--- src/pkg/adf_pkg.sv ---
// Package: shared constants for the accelerometer filter path and its serial link
package adf_pkg;
  // Register map (device side, reached over the serial link)
  localparam logic [6:0] REG_FILTER_SETTINGS   = 7'h28;
  localparam logic [6:0] REG_SELF_TEST_CONTROL = 7'h2e;
  localparam logic [6:0] REG_ACCEL_Z_HI        = 7'h0a;
  localparam logic [6:0] REG_ACCEL_Z_MID       = 7'h0b;
  localparam logic [6:0] REG_ACCEL_Z_LO        = 7'h0c;
  localparam logic [6:0] REG_STATUS            = 7'h04;
  // Field positions
  localparam int HPF_LSB       = 4;
  localparam int HPF_MSB       = 6;
  localparam int ODR_LSB       = 0;
  localparam int ODR_MSB       = 3;
  localparam int ST_ENABLE_BIT = 0;
  localparam int ST_FORCE_BIT  = 1;
  // Reset values: highpass off, 4000 Hz output rate
  localparam logic [7:0] FILTER_RESET  = 8'h00;
  localparam logic [7:0] SELF_TEST_RESET = 8'h00;
  localparam int         ODR_MAX_CODE  = 10;
  localparam int         SAMPLE_W      = 20;
  localparam int         INTERP_FACTOR = 64;
  // Timing
  localparam int CLK_HZ            = 100_000_000;
  localparam int BASE_RATE_HZ      = 4000;
  localparam int BASE_DIV          = CLK_HZ / (BASE_RATE_HZ * INTERP_FACTOR);
  localparam int OVERRANGE_US      = 500;
  localparam int OVERRANGE_CYCLES  = OVERRANGE_US * (CLK_HZ / 1_000_000);
  localparam int LINK_DIV_HALF     = 4;
  // Overrange thresholds in milli-g
  localparam int OVR_LOW_MG        = 40_000;
  localparam int OVR_HIGH_MG       = 80_000;
  // Host controller registers (APB, word aligned)
  localparam logic [7:0] HC_CTRL   = 8'h00;
  localparam logic [7:0] HC_WDATA  = 8'h04;
  localparam logic [7:0] HC_RDATA  = 8'h08;
  localparam logic [7:0] HC_STATUS = 8'h0c;
endpackage : adf_pkg

--- src/pkg/adf_link_if.sv ---
// Interface: SPI mode 0 link between host controller and sensor
`timescale 1ns/1ps
interface adf_link_if;
  logic sclk;
  logic cs_n;
  logic mosi;
  logic miso;
  logic miso_oe;
  modport host (output sclk, output cs_n, output mosi, input miso, input miso_oe);
  modport device (input sclk, input cs_n, input mosi, output miso, output miso_oe);
endinterface : adf_link_if

--- src/logic/adf_device.sv ---
// Device end: filter path, self test, overrange and SPI register slave
`timescale 1ns/1ps
module adf_device (
  // Clock and reset
  input  wire logic                 core_clk_i,
  input  wire logic                 rst_i,
  // Link
  adf_link_if.device                link,
  // Sensor side
  input  wire logic signed [19:0]   adc_z_i,
  input  wire logic                 adc_valid_i,
  input  wire logic [1:0]           range_i,
  input  wire logic [17:0]          accel_mag_mg_i,
  // Status
  output logic                      drive_on_o,
  output logic                      st_enable_o,
  output logic                      st_force_o,
  output logic signed [19:0]        sample_o,
  output logic                      sample_valid_o,
  output logic                      interp_tick_o
);
  // Pin synchronisers
  logic [1:0] sclk_s_r, cs_s_r, mosi_s_r;
  logic       sclk_d_r;
  always_ff @(posedge core_clk_i)
  begin
    sclk_s_r <= {sclk_s_r[0], link.sclk};
    cs_s_r   <= {cs_s_r[0], link.cs_n};
    mosi_s_r <= {mosi_s_r[0], link.mosi};
    sclk_d_r <= sclk_s_r[1];
  end
  wire sclk_rise = sclk_s_r[1] & ~sclk_d_r;
  wire sclk_fall = ~sclk_s_r[1] & sclk_d_r;
  wire cs_act    = ~cs_s_r[1];
  wire mosi_bit  = mosi_s_r[1];

  // Registers
  logic [7:0]  filter_settings_r;
  logic [7:0]  self_test_control_r;
  logic [3:0]  odr_code;
  logic [2:0]  hpf_code;
  assign odr_code = filter_settings_r[adf_pkg::ODR_MSB:adf_pkg::ODR_LSB];
  assign hpf_code = filter_settings_r[adf_pkg::HPF_MSB:adf_pkg::HPF_LSB];

  // SPI framing: address byte (addr<<1 | rd), then data bytes
  logic [4:0]  bit_cnt_r;
  logic [7:0]  shift_r, tx_r;
  logic [6:0]  addr_r;
  logic        rd_r;
  logic        wr_stb;
  logic [7:0]  rd_data;
  // Only SPI framing is implemented; detection needs no setting
  assign wr_stb = cs_act & sclk_rise & (bit_cnt_r == 5'd15) & ~rd_r;
  wire addr_done = cs_act & sclk_rise & (bit_cnt_r == 5'd7);

  logic signed [19:0] out_r;
  logic               ovr_r;
  assign rd_data = (addr_r == adf_pkg::REG_FILTER_SETTINGS)   ? filter_settings_r :
                   (addr_r == adf_pkg::REG_SELF_TEST_CONTROL) ? self_test_control_r :
                   (addr_r == adf_pkg::REG_ACCEL_Z_HI)        ? out_r[19:12] :
                   (addr_r == adf_pkg::REG_ACCEL_Z_MID)       ? out_r[11:4] :
                   (addr_r == adf_pkg::REG_ACCEL_Z_LO)        ? {out_r[3:0], 4'h0} :
                   (addr_r == adf_pkg::REG_STATUS)            ? {7'h00, ovr_r} : 8'h00;

  always_ff @(posedge core_clk_i)
  begin
    if (rst_i || !cs_act)
    begin
      bit_cnt_r <= 5'd0;
      rd_r      <= 1'b0;
      addr_r    <= 7'h00;
      shift_r   <= 8'h00;
    end
    else if (sclk_rise)
    begin
      shift_r   <= {shift_r[6:0], mosi_bit};
      bit_cnt_r <= (bit_cnt_r == 5'd15) ? 5'd8 : bit_cnt_r + 5'd1;
      if (addr_done)
      begin
        addr_r <= shift_r[6:0];
        rd_r   <= mosi_bit;
      end
      else if (bit_cnt_r == 5'd15)
        addr_r <= addr_r + 7'd1;
    end
  end

  // Readback shifts out on falling edge for mode 0
  always_ff @(posedge core_clk_i)
  begin
    if (rst_i || !cs_act)
      tx_r <= 8'h00;
    else if (sclk_rise && addr_done)
      tx_r <= 8'h00;
    else if (sclk_fall && bit_cnt_r == 5'd8)
      tx_r <= rd_data;
    else if (sclk_fall && bit_cnt_r > 5'd8)
      tx_r <= {tx_r[6:0], 1'b0};
  end
  always_ff @(posedge core_clk_i)
  begin
    if (rst_i)
    begin
      link.miso    <= 1'b0;
      link.miso_oe <= 1'b0;
    end
    else
    begin
      link.miso    <= (sclk_fall && bit_cnt_r == 5'd8) ? rd_data[7] : tx_r[7];
      link.miso_oe <= cs_act & rd_r;
    end
  end

  // Register writes
  wire [7:0] wdata = {shift_r[6:0], mosi_bit};
  always_ff @(posedge core_clk_i)
  begin
    if (rst_i)
    begin
      filter_settings_r   <= adf_pkg::FILTER_RESET;
      self_test_control_r <= adf_pkg::SELF_TEST_RESET;
    end
    else if (wr_stb)
    begin
      if (addr_r == adf_pkg::REG_FILTER_SETTINGS)
        filter_settings_r <= {1'b0, wdata[6:4],
                              (wdata[3:0] > 4'd10) ? 4'd10 : wdata[3:0]};
      if (addr_r == adf_pkg::REG_SELF_TEST_CONTROL)
        self_test_control_r <= {6'h00, wdata[1:0]};
    end
  end
  wire cfg_change = wr_stb & (addr_r == adf_pkg::REG_FILTER_SETTINGS);

  // Overrange: threshold depends on range, drive off for fixed interval
  logic [$clog2(adf_pkg::OVERRANGE_CYCLES+1)-1:0] ovr_cnt_r;
  wire [17:0] thr = (range_i == 2'd1) ? 18'(adf_pkg::OVR_LOW_MG) : 18'(adf_pkg::OVR_HIGH_MG);
  wire        ovr_hit = accel_mag_mg_i > thr;
  always_ff @(posedge core_clk_i)
  begin
    if (rst_i)
    begin
      ovr_cnt_r <= '0;
      ovr_r     <= 1'b0;
    end
    else if (!ovr_r && ovr_hit)
    begin
      ovr_r     <= 1'b1;
      ovr_cnt_r <= '0;
    end
    else if (ovr_r)
    begin
      ovr_cnt_r <= ovr_cnt_r + 1'b1;
      if (ovr_cnt_r == ($bits(ovr_cnt_r))'(adf_pkg::OVERRANGE_CYCLES - 1))
        ovr_r <= 1'b0;
    end
  end

  // Rate ticks: fine tick at 64 x 4 kHz, interpolator at 64 x output rate
  logic [8:0]  div_r;
  logic [5:0]  ip_r;
  logic [9:0]  dec_r;
  logic [9:0]  pre_r;
  wire fine_tick = (div_r == 9'(adf_pkg::BASE_DIV - 1));
  wire base_tick = fine_tick & (ip_r == 6'h3f);
  wire [9:0] dec_max = 10'((1 << odr_code) - 1);
  wire ip_tick   = fine_tick & (pre_r == dec_max);
  wire out_tick  = base_tick & (dec_r == dec_max);
  always_ff @(posedge core_clk_i)
  begin
    if (rst_i || cfg_change)
    begin
      div_r <= 9'd0;
      ip_r  <= 6'd0;
      pre_r <= 10'd0;
      dec_r <= 10'd0;
    end
    else
    begin
      div_r <= fine_tick ? 9'd0 : div_r + 9'd1;
      if (fine_tick)
      begin
        ip_r  <= ip_r + 6'd1;
        pre_r <= (pre_r == dec_max) ? 10'd0 : pre_r + 10'd1;
      end
      if (base_tick)
        dec_r <= (dec_r == dec_max) ? 10'd0 : dec_r + 10'd1;
    end
  end

  // Stage 1: two-tap average at base rate; stage 2: shift accumulator
  logic signed [19:0] s1_r, s1_prev_r;
  logic signed [29:0] acc_r;
  logic signed [19:0] lp_r, hp_state_r;
  always_ff @(posedge core_clk_i)
  begin
    if (rst_i || cfg_change)
    begin
      s1_r <= '0; s1_prev_r <= '0; acc_r <= '0; lp_r <= '0; hp_state_r <= '0;
    end
    else
    begin
      if (adc_valid_i)
        s1_prev_r <= adc_z_i;
      if (base_tick)
      begin
        s1_r  <= 20'((21'(s1_prev_r) + 21'(adc_z_i)) >>> 1);
        acc_r <= (dec_r == 10'd0) ? 30'(s1_r) : acc_r + 30'(s1_r);
      end
      if (out_tick)
      begin
        lp_r <= (odr_code == 4'd0) ? s1_r : 20'(acc_r >>> odr_code);
        if (hpf_code != 3'd0)
          hp_state_r <= hp_state_r + ((lp_r - hp_state_r) >>> (2 * hpf_code));
      end
    end
  end
  wire signed [19:0] filt = (hpf_code == 3'd0) ? lp_r : lp_r - hp_state_r;

  // Output: each step moves 1/64 of the gap to the filter output, decay to zero in overrange
  always_ff @(posedge core_clk_i)
  begin
    if (rst_i)
    begin
      out_r <= '0; sample_o <= '0; sample_valid_o <= 1'b0; interp_tick_o <= 1'b0;
      drive_on_o <= 1'b0; st_enable_o <= 1'b0; st_force_o <= 1'b0;
    end
    else
    begin
      if (ip_tick)
        out_r <= ovr_r ? out_r - (out_r >>> 3)
                       : out_r + ((filt - out_r) >>> 6);
      sample_o       <= out_r;
      sample_valid_o <= ip_tick;
      interp_tick_o  <= ip_tick;
      drive_on_o     <= ~ovr_r;
      st_enable_o    <= self_test_control_r[adf_pkg::ST_ENABLE_BIT];
      st_force_o     <= self_test_control_r[adf_pkg::ST_ENABLE_BIT]
                      & self_test_control_r[adf_pkg::ST_FORCE_BIT];
    end
  end
endmodule : adf_device

--- src/flat_wrapper.sv ---
// flat-port wrapper written by rule: the top's interface ports become plain ports
module adf_device_flat 
  (core_clk_i, rst_i, adc_z_i, adc_valid_i, range_i, accel_mag_mg_i, drive_on_o, st_enable_o, st_force_o, sample_o, sample_valid_o, interp_tick_o, link_sclk, link_cs_n, link_mosi, link_miso, link_miso_oe);
  adf_link_if link_i ();
  input  wire logic core_clk_i;
  input  wire logic rst_i;
  input  wire logic signed [19:0] adc_z_i;
  input  wire logic adc_valid_i;
  input  wire logic [1:0] range_i;
  input  wire logic [17:0] accel_mag_mg_i;
  output logic drive_on_o;
  output logic st_enable_o;
  output logic st_force_o;
  output logic signed [19:0] sample_o;
  output logic sample_valid_o;
  output logic interp_tick_o;
  input wire logic [$bits(link_i.sclk)-1:0] link_sclk;
  input wire logic [$bits(link_i.cs_n)-1:0] link_cs_n;
  input wire logic [$bits(link_i.mosi)-1:0] link_mosi;
  output wire logic [$bits(link_i.miso)-1:0] link_miso;
  output wire logic [$bits(link_i.miso_oe)-1:0] link_miso_oe;
  assign link_i.sclk = link_sclk;
  assign link_i.cs_n = link_cs_n;
  assign link_i.mosi = link_mosi;
  assign link_miso = link_i.miso;
  assign link_miso_oe = link_i.miso_oe;
  adf_device u_core (.core_clk_i(core_clk_i), .rst_i(rst_i), .link(link_i), .adc_z_i(adc_z_i), .adc_valid_i(adc_valid_i), .range_i(range_i), .accel_mag_mg_i(accel_mag_mg_i), .drive_on_o(drive_on_o), .st_enable_o(st_enable_o), .st_force_o(st_force_o), .sample_o(sample_o), .sample_valid_o(sample_valid_o), .interp_tick_o(interp_tick_o));
endmodule
--- config.mk ---
export PLATFORM = sky130hd
export DESIGN_NAME = adf_device_flat
export DESIGN_NICKNAME = d
export VERILOG_FILES = /design/src/pkg/adf_pkg.sv /design/src/pkg/adf_link_if.sv /design/src/logic/adf_device.sv /design/src/flat_wrapper.sv
export SDC_FILE = /design/constraint.sdc
export NUM_CORES = 1
export LEC_CHECK = 0
export ABC_AREA = 1
export ABC_CLOCK_PERIOD_IN_PS = 7220
export BUFFER_PORTS_ARGS = -buffer_cell sky130_fd_sc_hd__buf_2
export CORE_MARGIN = 4
export CORE_UTILIZATION = 60
export CTS_BUF_LIST = sky130_fd_sc_hd__clkbuf_4
export DETAILED_ROUTE_END_ITERATION = 16
export GPL_TIMING_DRIVEN = 0
export HOLD_SLACK_MARGIN = 0.08
export PLACE_DENSITY = 0.78
export SETUP_SLACK_MARGIN = 0.4
export SLEW_MARGIN = 20
export SYNTH_ARGS = -nofsm -noshare
export SYNTH_HDL_FRONTEND = slang
export SYNTH_SLANG_ARGS = --single-unit
export TNS_END_PERCENT = 30
--- constraint.sdc ---
create_clock -name core_clk_i -period 7.22 [get_ports core_clk_i]
set_clock_uncertainty 0.2 [all_clocks]
set_input_delay 1.083 -clock core_clk_i [delete_from_list [all_inputs] [get_ports core_clk_i]]
set_output_delay 1.083 -clock core_clk_i [all_outputs]
set_load 0.03 [all_outputs]
## Yosys cells after proc, flatten, opt, wreduce, memory -nomap -nowiden

Cells that the tools add are included.

- Bits of input ports: 46
- Flip-flop bits (word level): 252
- Word-level logic and storage cells: 127
- Output and inout bits: 27

- Shift operators: 3
- Muxes and demuxes: 23
- Reductions and logical operators: 21
- Add/subtract/negate cells: 15
- Eq/ne operators: 15
- Bitwise operators: 17
- Order comparisons: 3

Operators by type and width:

| kind | count |
|---|---|
| $mux 20 | 3 |
| $mux 8 | 7 |
| $sub 20x20->20 | 2 |
| $add 30x20->30 | 1 |
| $mux 30 | 1 |
| $sshr 30x4->20 | 1 |
| $add 20x20->21 | 1 |
| $eq 7x4->1 const B | 3 |
| $add 10x1->10 const B | 2 |
| $add 20x14->20 | 1 |
| $add 20x20->20 | 1 |
| $eq 10x10->1 | 2 |
| $mux 10 | 2 |
| $sshr 20x4->20 | 1 |
| $sub 20x17->20 | 1 |
| $gt 18x18->1 | 1 |
| $mux 17 | 1 |
| $add 16x1->16 const B | 1 |
| $eq 16x16->1 const B | 1 |
| $eq 7x6->1 const B | 2 |
| $mux 7 | 2 |
| $and 1x1->1 | 12 |
| $eq 5x4->1 const B | 2 |
| $logic_not 10->1 | 1 |
| 26 further kinds | 45 |

## Logic depth before layout (Yosys ltp)

Gate-level depths: netlist of the first run.

- Depth after elaboration: 8
- Gate-level depth with buffers: 45
- Gate-level depth less buffers: 45

## Worst setup path after synthesis of the first run

Ideal clock, no wire load.

- Path kind: register to register
- Start point: register u_core.lp_r[0]
- End point: register u_core.out_r[14]
- Library setup time: 0.120 ns
- Required time: 6.900 ns
- Slack: 1.857 ns
- Arrival time: 5.043 ns
- Stages on the path, launching flop included: 37
- Cells stage by stage: dfxtp_1 inv_1 ha_1 inv_1 fa_1 nand2_1 nand2_1 o21ai_0 o21ai_1 xor2_1 nand2_1 o21ai_0 ha_1 a21oi_1 o21ai_0 nor2_1 nand2_1 xor2_1 inv_1 ha_1 and3_1 nand2_1 nor2_1 o21ai_0 o21ai_0 ha_1 nand2_1 inv_1 a21oi_1 o21bai_1 a21oi_1 o21ai_0 a21oi_1 o21bai_1 a21boi_0 xor2_1 a2bb2oi_1

- Longest elaborated chain between the ends: 5

RTL lines:

| what | RTL line | RTL |
|---|---|---|
| start: declaration | adf_device.sv:193 | `logic signed [19:0] lp_r, hp_state_r;` |
| start signal: assignment | adf_device.sv:211 | `lp_r <= (odr_code == 4'd0) ? s1_r : 20'(acc_r >>> odr_code);` |
| $sub 20x20->20 | adf_device.sv:217 | `wire signed [19:0] filt = (hpf_code == 3'd0) ? lp_r : lp_r - hp_state_r;` |
| $mux 20 (*) | adf_device.sv:217 |  |
| $sub 20x20->20 (*) | adf_device.sv:231 | `: out_r + ((filt - out_r) >>> 6);` |
| $add 20x14->20 (*) | adf_device.sv:231 |  |
| $mux 20 (*) | adf_device.sv:230 | `out_r <= ovr_r ? out_r - (out_r >>> 3)` |
| end signal: assignment | adf_device.sv:230 |  |
| end: declaration | adf_device.sv:56 | `logic signed [19:0] out_r;` |

Mark *: on every way between the ends. The rest lies on a longest branch, timed or not.
A chain may end at the register's enable or synchronous reset.

## Final worst setup path of the first run

- Start point: register u_core.hp_state_r[0]
- End point: register u_core.out_r[17]

- Longest elaborated chain between the ends: 5

RTL lines:

| what | RTL line | RTL |
|---|---|---|
| start: declaration | adf_device.sv:193 |  |
| start signal: assignment | adf_device.sv:213 | `hp_state_r <= hp_state_r + ((lp_r - hp_state_r) >>> (2 * hpf_code));` |
| $sub 20x20->20 | adf_device.sv:217 |  |
| $mux 20 | adf_device.sv:217 |  |
| $sub 20x20->20 | adf_device.sv:231 |  |
| $add 20x14->20 | adf_device.sv:231 |  |
| $mux 20 | adf_device.sv:230 |  |

No other way between the ends.

==> results of run 1 <==
[cell usage in the layout (no fill, tap or decap), drive strengths merged, types with 3 or more instances in the layout]
cell type	Yosys	layout
xor2	66	66
inv	343	345
a21boi	4	4
and3	3	3
mux2i	8	8
a211oi	33	33
a2bb2oi	10	10
nand4	24	24
buf	28	106
o21ai	288	288
a21oi	338	338
nor2	218	218
nor3b	10	10
nor4	15	15
a31oi	19	19
o211ai	21	21
or2	21	21
nor3	44	44
a22oi	10	10
o21bai	14	14
a21o	6	6
ha	143	143
nand3	132	132
dfxtp	252	252
clkinv	5	18
fa	5	5
o31ai	6	6
a41oi	3	3
o22ai	8	8
nand2	601	601
o221ai	12	12
xnor2	34	34
o21a	7	7
a221oi	7	7
clkbuf	60	162
[state kept, by name, indices dropped and copies added (netlist names), 16 cells and up]
| register | cells |
|---|---|
| u_core.lp_r | 20 |
| u_core.sample_o | 20 |
| u_core.hp_state_r | 20 |
| u_core.ovr_cnt_r | 16 |
| u_core.s1_r | 20 |
| u_core.s1_prev_r | 20 |
| u_core.acc_r | 30 |
| u_core.out_r | 20 |
[how the worst min path moves through the flow]
| stage | to | depth (start not counted) | slack (ps) | from |
|---|---|---|---|---|
| after floorplan | u_core.cs_s_r[1] | 0 | 110 | u_core.cs_s_r[0] |
| after global placement | u_core.sclk_s_r[1] | 0 | 110 | u_core.sclk_s_r[0] |
| after detailed placement | u_core.sclk_s_r[1] | 0 | 110 | u_core.sclk_s_r[0] |
| after CTS | u_core.sclk_s_r[1] | 0 | 130 | u_core.sclk_s_r[0] |
| after global routing | u_core.sclk_s_r[1] | 0 | 130 | u_core.sclk_s_r[0] |
| final | u_core.mosi_s_r[1] | 0 | 130 | u_core.mosi_s_r[0] |
[where the power goes]
part	switching (mW)	leakage [nW]	total, mW	internal [mW]
sequential	0.00871	2.04	1.41	1.40
clock	0.634	0.520	1.32	0.682
combinational	0.167	7.05	0.251	0.0840
total	0.810	9.60	2.98	2.17
[per-stage QoR]
stage               power (mW)  instance area (um2)  worst slack [ps]
CTS                       2.99                20300               598
floorplan                 1.60                18600              1860
global placement          1.67                19400               684
global route              3.11                20400               364
detailed placement        1.68                19400               663
finish                    2.98                20400               752
[cell type report]
type	instances	share of cell area, %
buffer	88	1.83
clock buffer	102	3.75
multi-input combinational	2126	58.4
inverter	348	6.43
antenna	1	0.0123
timing repair buffer	78	2.00
tap	396	2.43
sequential	252	24.7
clock inverter	17	0.496
[repair_timing]
action                     4_1_cts  5_1_grt
setup buffers                    0        7
gates resized for setup          0       15
setup endpoints to repair        0        9
[worst register-to-register path, delay by kind of cell (launching register included)]
family	cells	cell delay, ps
compound gates	14	2260
simple gates	12	1240
xor+xnor	2	430
flops	1	410
buf+inv	4	350
fa+ha+maj	5	1470
[kinds of logic (layout without fill, tap and decap cells)]
group           count (synthesis)  after routing  share of synthesized area (%)
simple gates                 1073           1073                           24.6
compound gates                797            797                           23.9
flops                         252            252                           27.1
mux                             8              8                          0.431
xor+xnor                      100            100                           4.75
other cells                     0              1                              0
fa+ha+maj                     148            148                           10.2
buf+inv                       436            633                           9.06
[layer usage]
layer	wire [um]	up-vias	share of wire, %	GRT usage (%)
li1	-	9878	-	-
met1	24300	9151	40	41.5
met2	27900	850	46	58.9
met3	4420	215	7.3	5.74
met4	3620	0	6.0	19.8
met5	0	-	0	0
==> flow_summary.yaml, run 1 <==
global_routing:
  grt_remaining_overflow: 0
  antenna_found_initial: 1
  grt_max_degree: 15
  grt_usage_pct: 34.7
  grt_pass1_vias: 19146
  grt_pass1_wl_mm: 95.2
yosys:
  seq_area_frac_synth_pct: 27.1
  ys_warn_count: 0
  synth_seq_cells: 252
  async_flop_share_pct: 0
  ys.flop_type: "dfxtp_1"
  yosys-top-cells-area: "dfxtp_1 27%, nand2_1 12%, ha_1 9.6%"
  synth_top_area_share_pct: 27.1
  synth_top_area_cell: "dfxtp_1"
  synth_edf_count: 0
  yosysUniqueCellTypes: 66
  synth_common_cells: "598 x nand2_1, 338 x a21oi_1, 334 x inv_1"
  synth.net_count: 3008
  synth_most_common_cell: "nand2_1"
  syn_inst: 2814
  syn_area_per_cell_um2: 6.61
  syn_area_mm2: 0.0186
sta:
  period_share_pct: 89.6
  holdWs_ps: 131
  worst_pin_slew_ps: 977
  setup_tns_ps: 0
  fmax_ghz: 0.155
  rsz0062_at_grt: "yes"
  period_minus_slack_ps: 6470
  finalHoldViolCount: 0
  setup_violations: 0
  max-slew-margin-rel_pct: 34.6
  slew_violations: 0
clocking:
  cts_tree: "yes"
  clock-sinks: 252
  htree_levels: 3
  clock_latency_ps: 780
  path_clk_slew_ps: 60
  cts.hold.buffers_added: 0
  cts_root_buffer: "clkbuf_4"
  cts_buffers: 72
  clockBufferDepth: 3
drt:
  vias_per_cell: 5.90
  wl_per_cell_um: 17.7
  drt_wl_total_mm: 60.2
  drcViolationCount: 0
  dr.first_iter.drc_count: 1790
  vias: 20094
  ant_nets: 0
  dr.pass1.iters: 8
worst_setup_path:
  startpoint: "u_core.hp_state_r[0]"
  cp.depth: 37
  start_kind: "flop"
  cp_top_family: "compound AO/OA/AOI/OAI gates"
  path_max_fanout: 4
  r2r_cells: 37
  r2r_setup_slack_ps: 750
  reg2reg_to: "u_core.out_r[17]"
  path_buf_inv: 4
  crit_end: "u_core.out_r[17]"
  worstPathArrival_ps: 6870
  crit_top_cell: "nand2_1"
  r2r-start: "u_core.hp_state_r[0]"
  critPathCaptureType: "flop"
  cp_slowest_cell: "dfxtp_1"
  path_class: "flop to flop"
  max_stage_delay_ps: 410
  cp.required_ps: 7630
die:
  fp.dieH_um: 184
  die_w_um: 184
  rows: 64
  io-pin-count: 73
  placeableCoreArea_mm2: 0.0306
  start_util_pct: 60.8
  dieArea_mm2: 0.0339
job:
  cap_violations: 0
power_and_ir_drop:
  power_leakage_nw: 9.60
  p_per_area_mw_per_mm2: 146
  irDropWorstVdd_uv: 151
final_layout:
  drive_gt1_share_pct: 8.97
  fillerInstances: 2829
  finalNonFillerCells: 3408
  multiInputGateArea_mm2: 0.0119
  seq_area_mm2: 0.00504
  finish.utilization_pct: 66.7
  syn_to_final_growth_pct: 9.80
  layout.nets: 3160
place:
  dpl.cell_count: 3281
  io_buffers: 71
  gp_congestion: 1.04
  dp_hpwl_mm: 47.6
outcome:
  status: "finished clean"
hold_path:
  hp-class: "flop to flop"
No activity file was read; power rests on OpenSTA's default activity.
==> inputs of run 2 (changes only) <==
CORE_UTILIZATION = 40   (was 60)
PLACE_DENSITY = not set   (was 0.78)
==> run 2 against run 1 <==
Against the previous run:
- clock power increased by 6%
- die area increased by 48%
- first-iteration DRC count decreased by 33%
- sequential power about the same
- non-clock buffer count decreased by 6
- global-route usage decreased by 11 points
- clock-buffer cell count increased by 6
- sequential share of layout area decreased by 0.37 points
- core utilization decreased by 21 points
==> flow_summary.yaml, run 2 (synthesis results as in run 1) <==
power_and_ir_drop:
  power.switching_uw: 842
  irDropWorstVdd_uv: 113
  p_total_mw: 3.05
  swShare_pct: 27.6
  p_seq_share_pct: 46.3
  cell_internal_pwr_mw: 2.21
  power_frac_comb_pct: 7.9
  p_per_area_mw_per_mm2: 147
  power_leakage_nw: 9.63
  clkPwrFrac_pct: 45.8
sta:
  period_share_pct: 87.8
  finalHoldViolCount: 0
  slew_violations: 0
  max-slew-margin-rel_pct: 39.2
  setup_violations: 0
  setup_tns_ps: 0
  rsz0062_at_grt: "no"
  worst_pin_slew_ps: 912
  fmax_ghz: 0.158
  period_minus_slack_ps: 6340
drt:
  wl_per_cell_um: 16.8
  drcViolationCount: 0
  vias_per_cell: 5.35
  dr.first_iter.drc_count: 1207
  ant_nets: 0
  drt_wl_total_mm: 61.0
  dr.pass1.iters: 8
  vias: 19350
global_routing:
  grt_pass1_vias: 18531
  grt_remaining_overflow: 0
  grt_pass1_wl_mm: 96.1
  grt_usage_pct: 23.7
  grt_max_degree: 15
  antenna_found_initial: 2
die:
  start_util_pct: 40.7
  fp.dieH_um: 224
  placeableCoreArea_mm2: 0.0457
  dieArea_mm2: 0.0500
  rows: 78
  io-pin-count: 73
  die_w_um: 224
worst_setup_path:
  r2r-start: "u_core.hp_state_r[1]"
  critPathCaptureType: "flop"
  start_kind: "flop"
  max_stage_delay_ps: 470
  path_class: "flop to flop"
  cp_slowest_cell: "fa_1"
  path_max_fanout: 7
  r2r_setup_slack_ps: 880
  reg2reg_to: "u_core.out_r[14]"
  r2r_cells: 34
  worstPathArrival_ps: 6830
  cp.required_ps: 7710
clocking:
  clockBufferDepth: 3
  cts_tree: "yes"
  htree_levels: 3
  cts_buffers: 76
  clock_latency_ps: 820
  path_clk_slew_ps: 60
  clock-sinks: 252
  cts_root_buffer: "clkbuf_4"
final_layout:
  regMostFlops: "u_core.acc_r"
  final_cell_mix: "598 x nand2_1, 335 x a21oi_1, 334 x inv_1, 269 x o21ai_0, 251 x dfxtp_1"
  final_common_cell: "nand2_1"
  syn_to_final_growth_pct: 11.5
  largest_reg_flops: 30
  drive_gt1_share_pct: 9.21
  layout.nets: 3158
  finish.utilization_pct: 45.4
place:
  dp_hpwl_mm: 48.9
  gp_congestion: 0.978
  io_buffers: 71
job:
  cap_violations: 0
hold_path:
  hp-class: "flop to flop"
  hold_path_depth: 0
  hold_start: "u_core.sclk_s_r[0]"
  whs_endpoint: "u_core.sclk_s_r[1]"
outcome:
  status: "finished clean"
-- run 2: timing repair --
action,in CTS,in global routing
buffers inserted,0,1
setup endpoints to repair,0,8
hold buffers,0,0
resized for setup,0,19
hold endpoints to repair,0,0
-- run 2: area by class of cell --
class / instances / area (um2)
fill: 4858 / 24900
timing repair buffer: 72 / 363
clock inverter: 23 / 130
sequential: 252 / 5050
tap: 600 / 751
buffer: 88 / 373
clock buffer: 108 / 811
antenna: 2 / 5.00
multi-input combinational: 2126 / 11900
inverter: 348 / 1310
-- run 2: through the flow --
step                instance area, um2  instances  setup slack, ps  hold WS (ps)
floorplan                        18600       2814             1860           110
global placement                 19700       3485              657           110
global route                     20700       3619              406           104
CTS                              20600       3616              622           108
detailed placement               19700       3485              669           115
finish                           20700       3619              883           127
-- run 2: worst max-delay path, delay by kind of cell (launching register included) --
family / cells / cell delay, ps
flops: 1 / 380
simple gates: 9 / 910
fa+ha+maj: 4 / 1440
buf+inv: 3 / 270
xor+xnor: 3 / 610
compound gates: 15 / 2440
-- run 2: worst max path at each step --
| stage | startpoint | endpoint | slack (ps) |
|---|---|---|---|
| after floorplan | u_core.lp_r[0] | u_core.out_r[14] | 1860 |
| after global placement | u_core.hp_state_r[0] | u_core.out_r[14] | 660 |
| after detailed placement | u_core.hp_state_r[0] | u_core.out_r[14] | 670 |
| after CTS | u_core.hp_state_r[0] | u_core.out_r[14] | 620 |
| after global routing | u_core.hp_state_r[1] | u_core.out_r[17] | 410 |
| final | u_core.hp_state_r[1] | u_core.out_r[14] | 880 |
-- run 2: power by group through the flow --
stage,clock network (mW),registers [mW],logic [mW]
finish,1.40,1.41,0.240
CTS,1.45,1.41,0.237
global route,1.53,1.41,0.272
floorplan,0,1.44,0.163
global placement,0,1.44,0.233
detailed placement,0,1.44,0.236
-- run 2: metal layers --
layer  up-vias  part of all wire, %  GRT usage (%)
met4         0                  3.3           8.65
met2       556                   48           41.9
met1      8781                   43           28.7
met3       133                  5.9           4.42
met5         -                    0              0
li1       9880                    -              -
==> inputs of run 3 (changes only) <==
BUFFER_PORTS_ARGS = not set   (was -buffer_cell sky130_fd_sc_hd__buf_2)
DONT_BUFFER_PORTS = 1   (was not set)
==> run 3 against run 2 <==
Against the previous run:
- register-to-register slack improved by 40 ps
- sequential share of layout area rose by 0.32 points
- cell count shrank 1.8%
- critical endpoint is now u_core.out_r[19]
- wire length up 0.29%
- sequential power hardly changed
- worst hold slack got worse by 0.60 ps
- non-clock buffer count down 69
- critical path type unchanged
- combinational power is 5% lower
- first-iteration DRC count is 19% higher
- total power hardly changed
==> flow_summary.yaml, run 3 (synthesis results as in run 1) <==
die:
  io-pin-count: 73
  fp.dieH_um: 224
  dieArea_mm2: 0.0500
  rows: 78
  placeableCoreArea_mm2: 0.0457
  die_w_um: 224
  start_util_pct: 40.7
worst_setup_path:
  max_stage_delay_ps: 410
  cp_slowest_cell: "dfxtp_1"
  path_class: "flop to flop"
  crit_top_cell: "nand2_1"
  path_max_fanout: 5
  critPathCaptureType: "flop"
  start_kind: "flop"
  worstPathArrival_ps: 6830
  cp.required_ps: 7750
drt:
  vias_per_cell: 5.43
  dr.pass1.iters: 6
  drcViolationCount: 0
  dr.first_iter.drc_count: 1441
  wl_per_cell_um: 17.2
  ant_nets: 0
  vias: 19282
  drt_wl_total_mm: 61.1
power_and_ir_drop:
  irDropWorstVdd_uv: 127
  power_leakage_nw: 9.33
  clkPwrFrac_pct: 46.1
  power.switching_uw: 848
  swShare_pct: 27.8
  p_per_area_mw_per_mm2: 149
  cell_internal_pwr_mw: 2.20
  p_seq_share_pct: 46.4
  power_frac_comb_pct: 7.5
  p_total_mw: 3.05
sta:
  finalWorstSetupSlack_ps: 926
  slew_violations: 0
  rsz0062_at_grt: "yes"
  setup_violations: 0
  fmax_ghz: 0.159
  period_minus_slack_ps: 6290
  period_share_pct: 87.2
  finalHoldViolCount: 0
  setup_tns_ps: 0
  max-slew-margin-rel_pct: 39.2
  worst_pin_slew_ps: 909
final_layout:
  final_common_cell: "nand2_1"
  finalNonFillerCells: 3554
  finish.utilization_pct: 44.8
  drive_gt1_share_pct: 6.92
  final_cell_mix: "598 x nand2_1, 334 x inv_1, 334 x a21oi_1, 270 x o21ai_0, 252 x dfxtp_1"
  largest_reg_flops: 30
  regMostFlops: "u_core.acc_r"
  layout.nets: 3090
  syn_to_final_growth_pct: 10.0
global_routing:
  grt_pass1_vias: 18497
  grt_max_degree: 15
  grt_remaining_overflow: 0
  grt_usage_pct: 23.7
  grt_pass1_wl_mm: 96.4
  antenna_found_initial: 2
clocking:
  clock_latency_ps: 840
  path_clk_slew_ps: 60
  clock-sinks: 252
  postCtsSetupRepairBufs: 0
  clockBufferDepth: 3
  cts_tree: "yes"
  cts_buffers: 77
  cts_root_buffer: "clkbuf_4"
  htree_levels: 3
place:
  dp_hpwl_mm: 48.7
  dpl.cell_count: 3414
  io_buffers: 0
  post-place-ws_ps: 741
  gp_congestion: 0.993
hold_path:
  hp-class: "flop to flop"
outcome:
  status: "finished clean"
job:
  cap_violations: 0
## run 3: worst paths after layout
path / start / end / slack, ps / cells past startpoint
setup / recovery: u_core.hp_state_r[0] / u_core.out_r[19] / 930 / 38
hold / removal: u_core.mosi_s_r[0] / u_core.mosi_s_r[1] / 130 / 0
setup reg to reg: u_core.hp_state_r[0] / u_core.out_r[19] / 930 / 38
hold reg to reg: u_core.mosi_s_r[0] / u_core.mosi_s_r[1] / 130 / 0
## run 3: worst max-delay path: cells and delay by family, from the launching register on
kind / cells / cell delay (ps)
buf+inv: 2 / 150
fa+ha+maj: 4 / 1250
flops: 1 / 410
simple gates: 17 / 1480
xor+xnor: 1 / 180
compound gates: 14 / 2540
## run 3: power by group through the flow
stage	clock [mW]	sequential, mW	combinational, mW
3_5_place_dp	0	1.44	0.220
5_1_grt	1.55	1.41	0.258
2_1_floorplan	0	1.44	0.163
6_report	1.40	1.41	0.228
4_1_cts	1.46	1.41	0.223
3_3_place_gp	0	1.44	0.217
## run 3: layer usage
metal,share of wire (%),track usage [%]
met1,43,29.1
met2,48,41.4
met3,5.4,4.29
met4,3.4,9.11
met5,0,0
## run 3: final cells by class
type	count	area, um2
antenna	5	12.5
buffer	88	372
clock buffer	100	751
clock inverter	32	199
fill	4800	25200
inverter	348	1310
multi-input combinational	2126	12000
sequential	252	5040
tap	600	751
timing repair buffer	3	30.0
## run 3: timing repair
| action | CTS | global route |
|---|---|---|
| endpoints found under the hold margin | 3 | 0 |
| gates resized for setup | 0 | 22 |
| setup endpoints to repair | 0 | 8 |
| hold buffers | 3 | 0 |
## run 3: metrics by stage
step	hold WS (ps)	instance area [um2]
2_1_floorplan	110	18600
3_3_place_gp	112	19300
3_5_place_dp	112	19300
4_1_cts	127	20300
5_1_grt	136	20500
6_report	126	20500
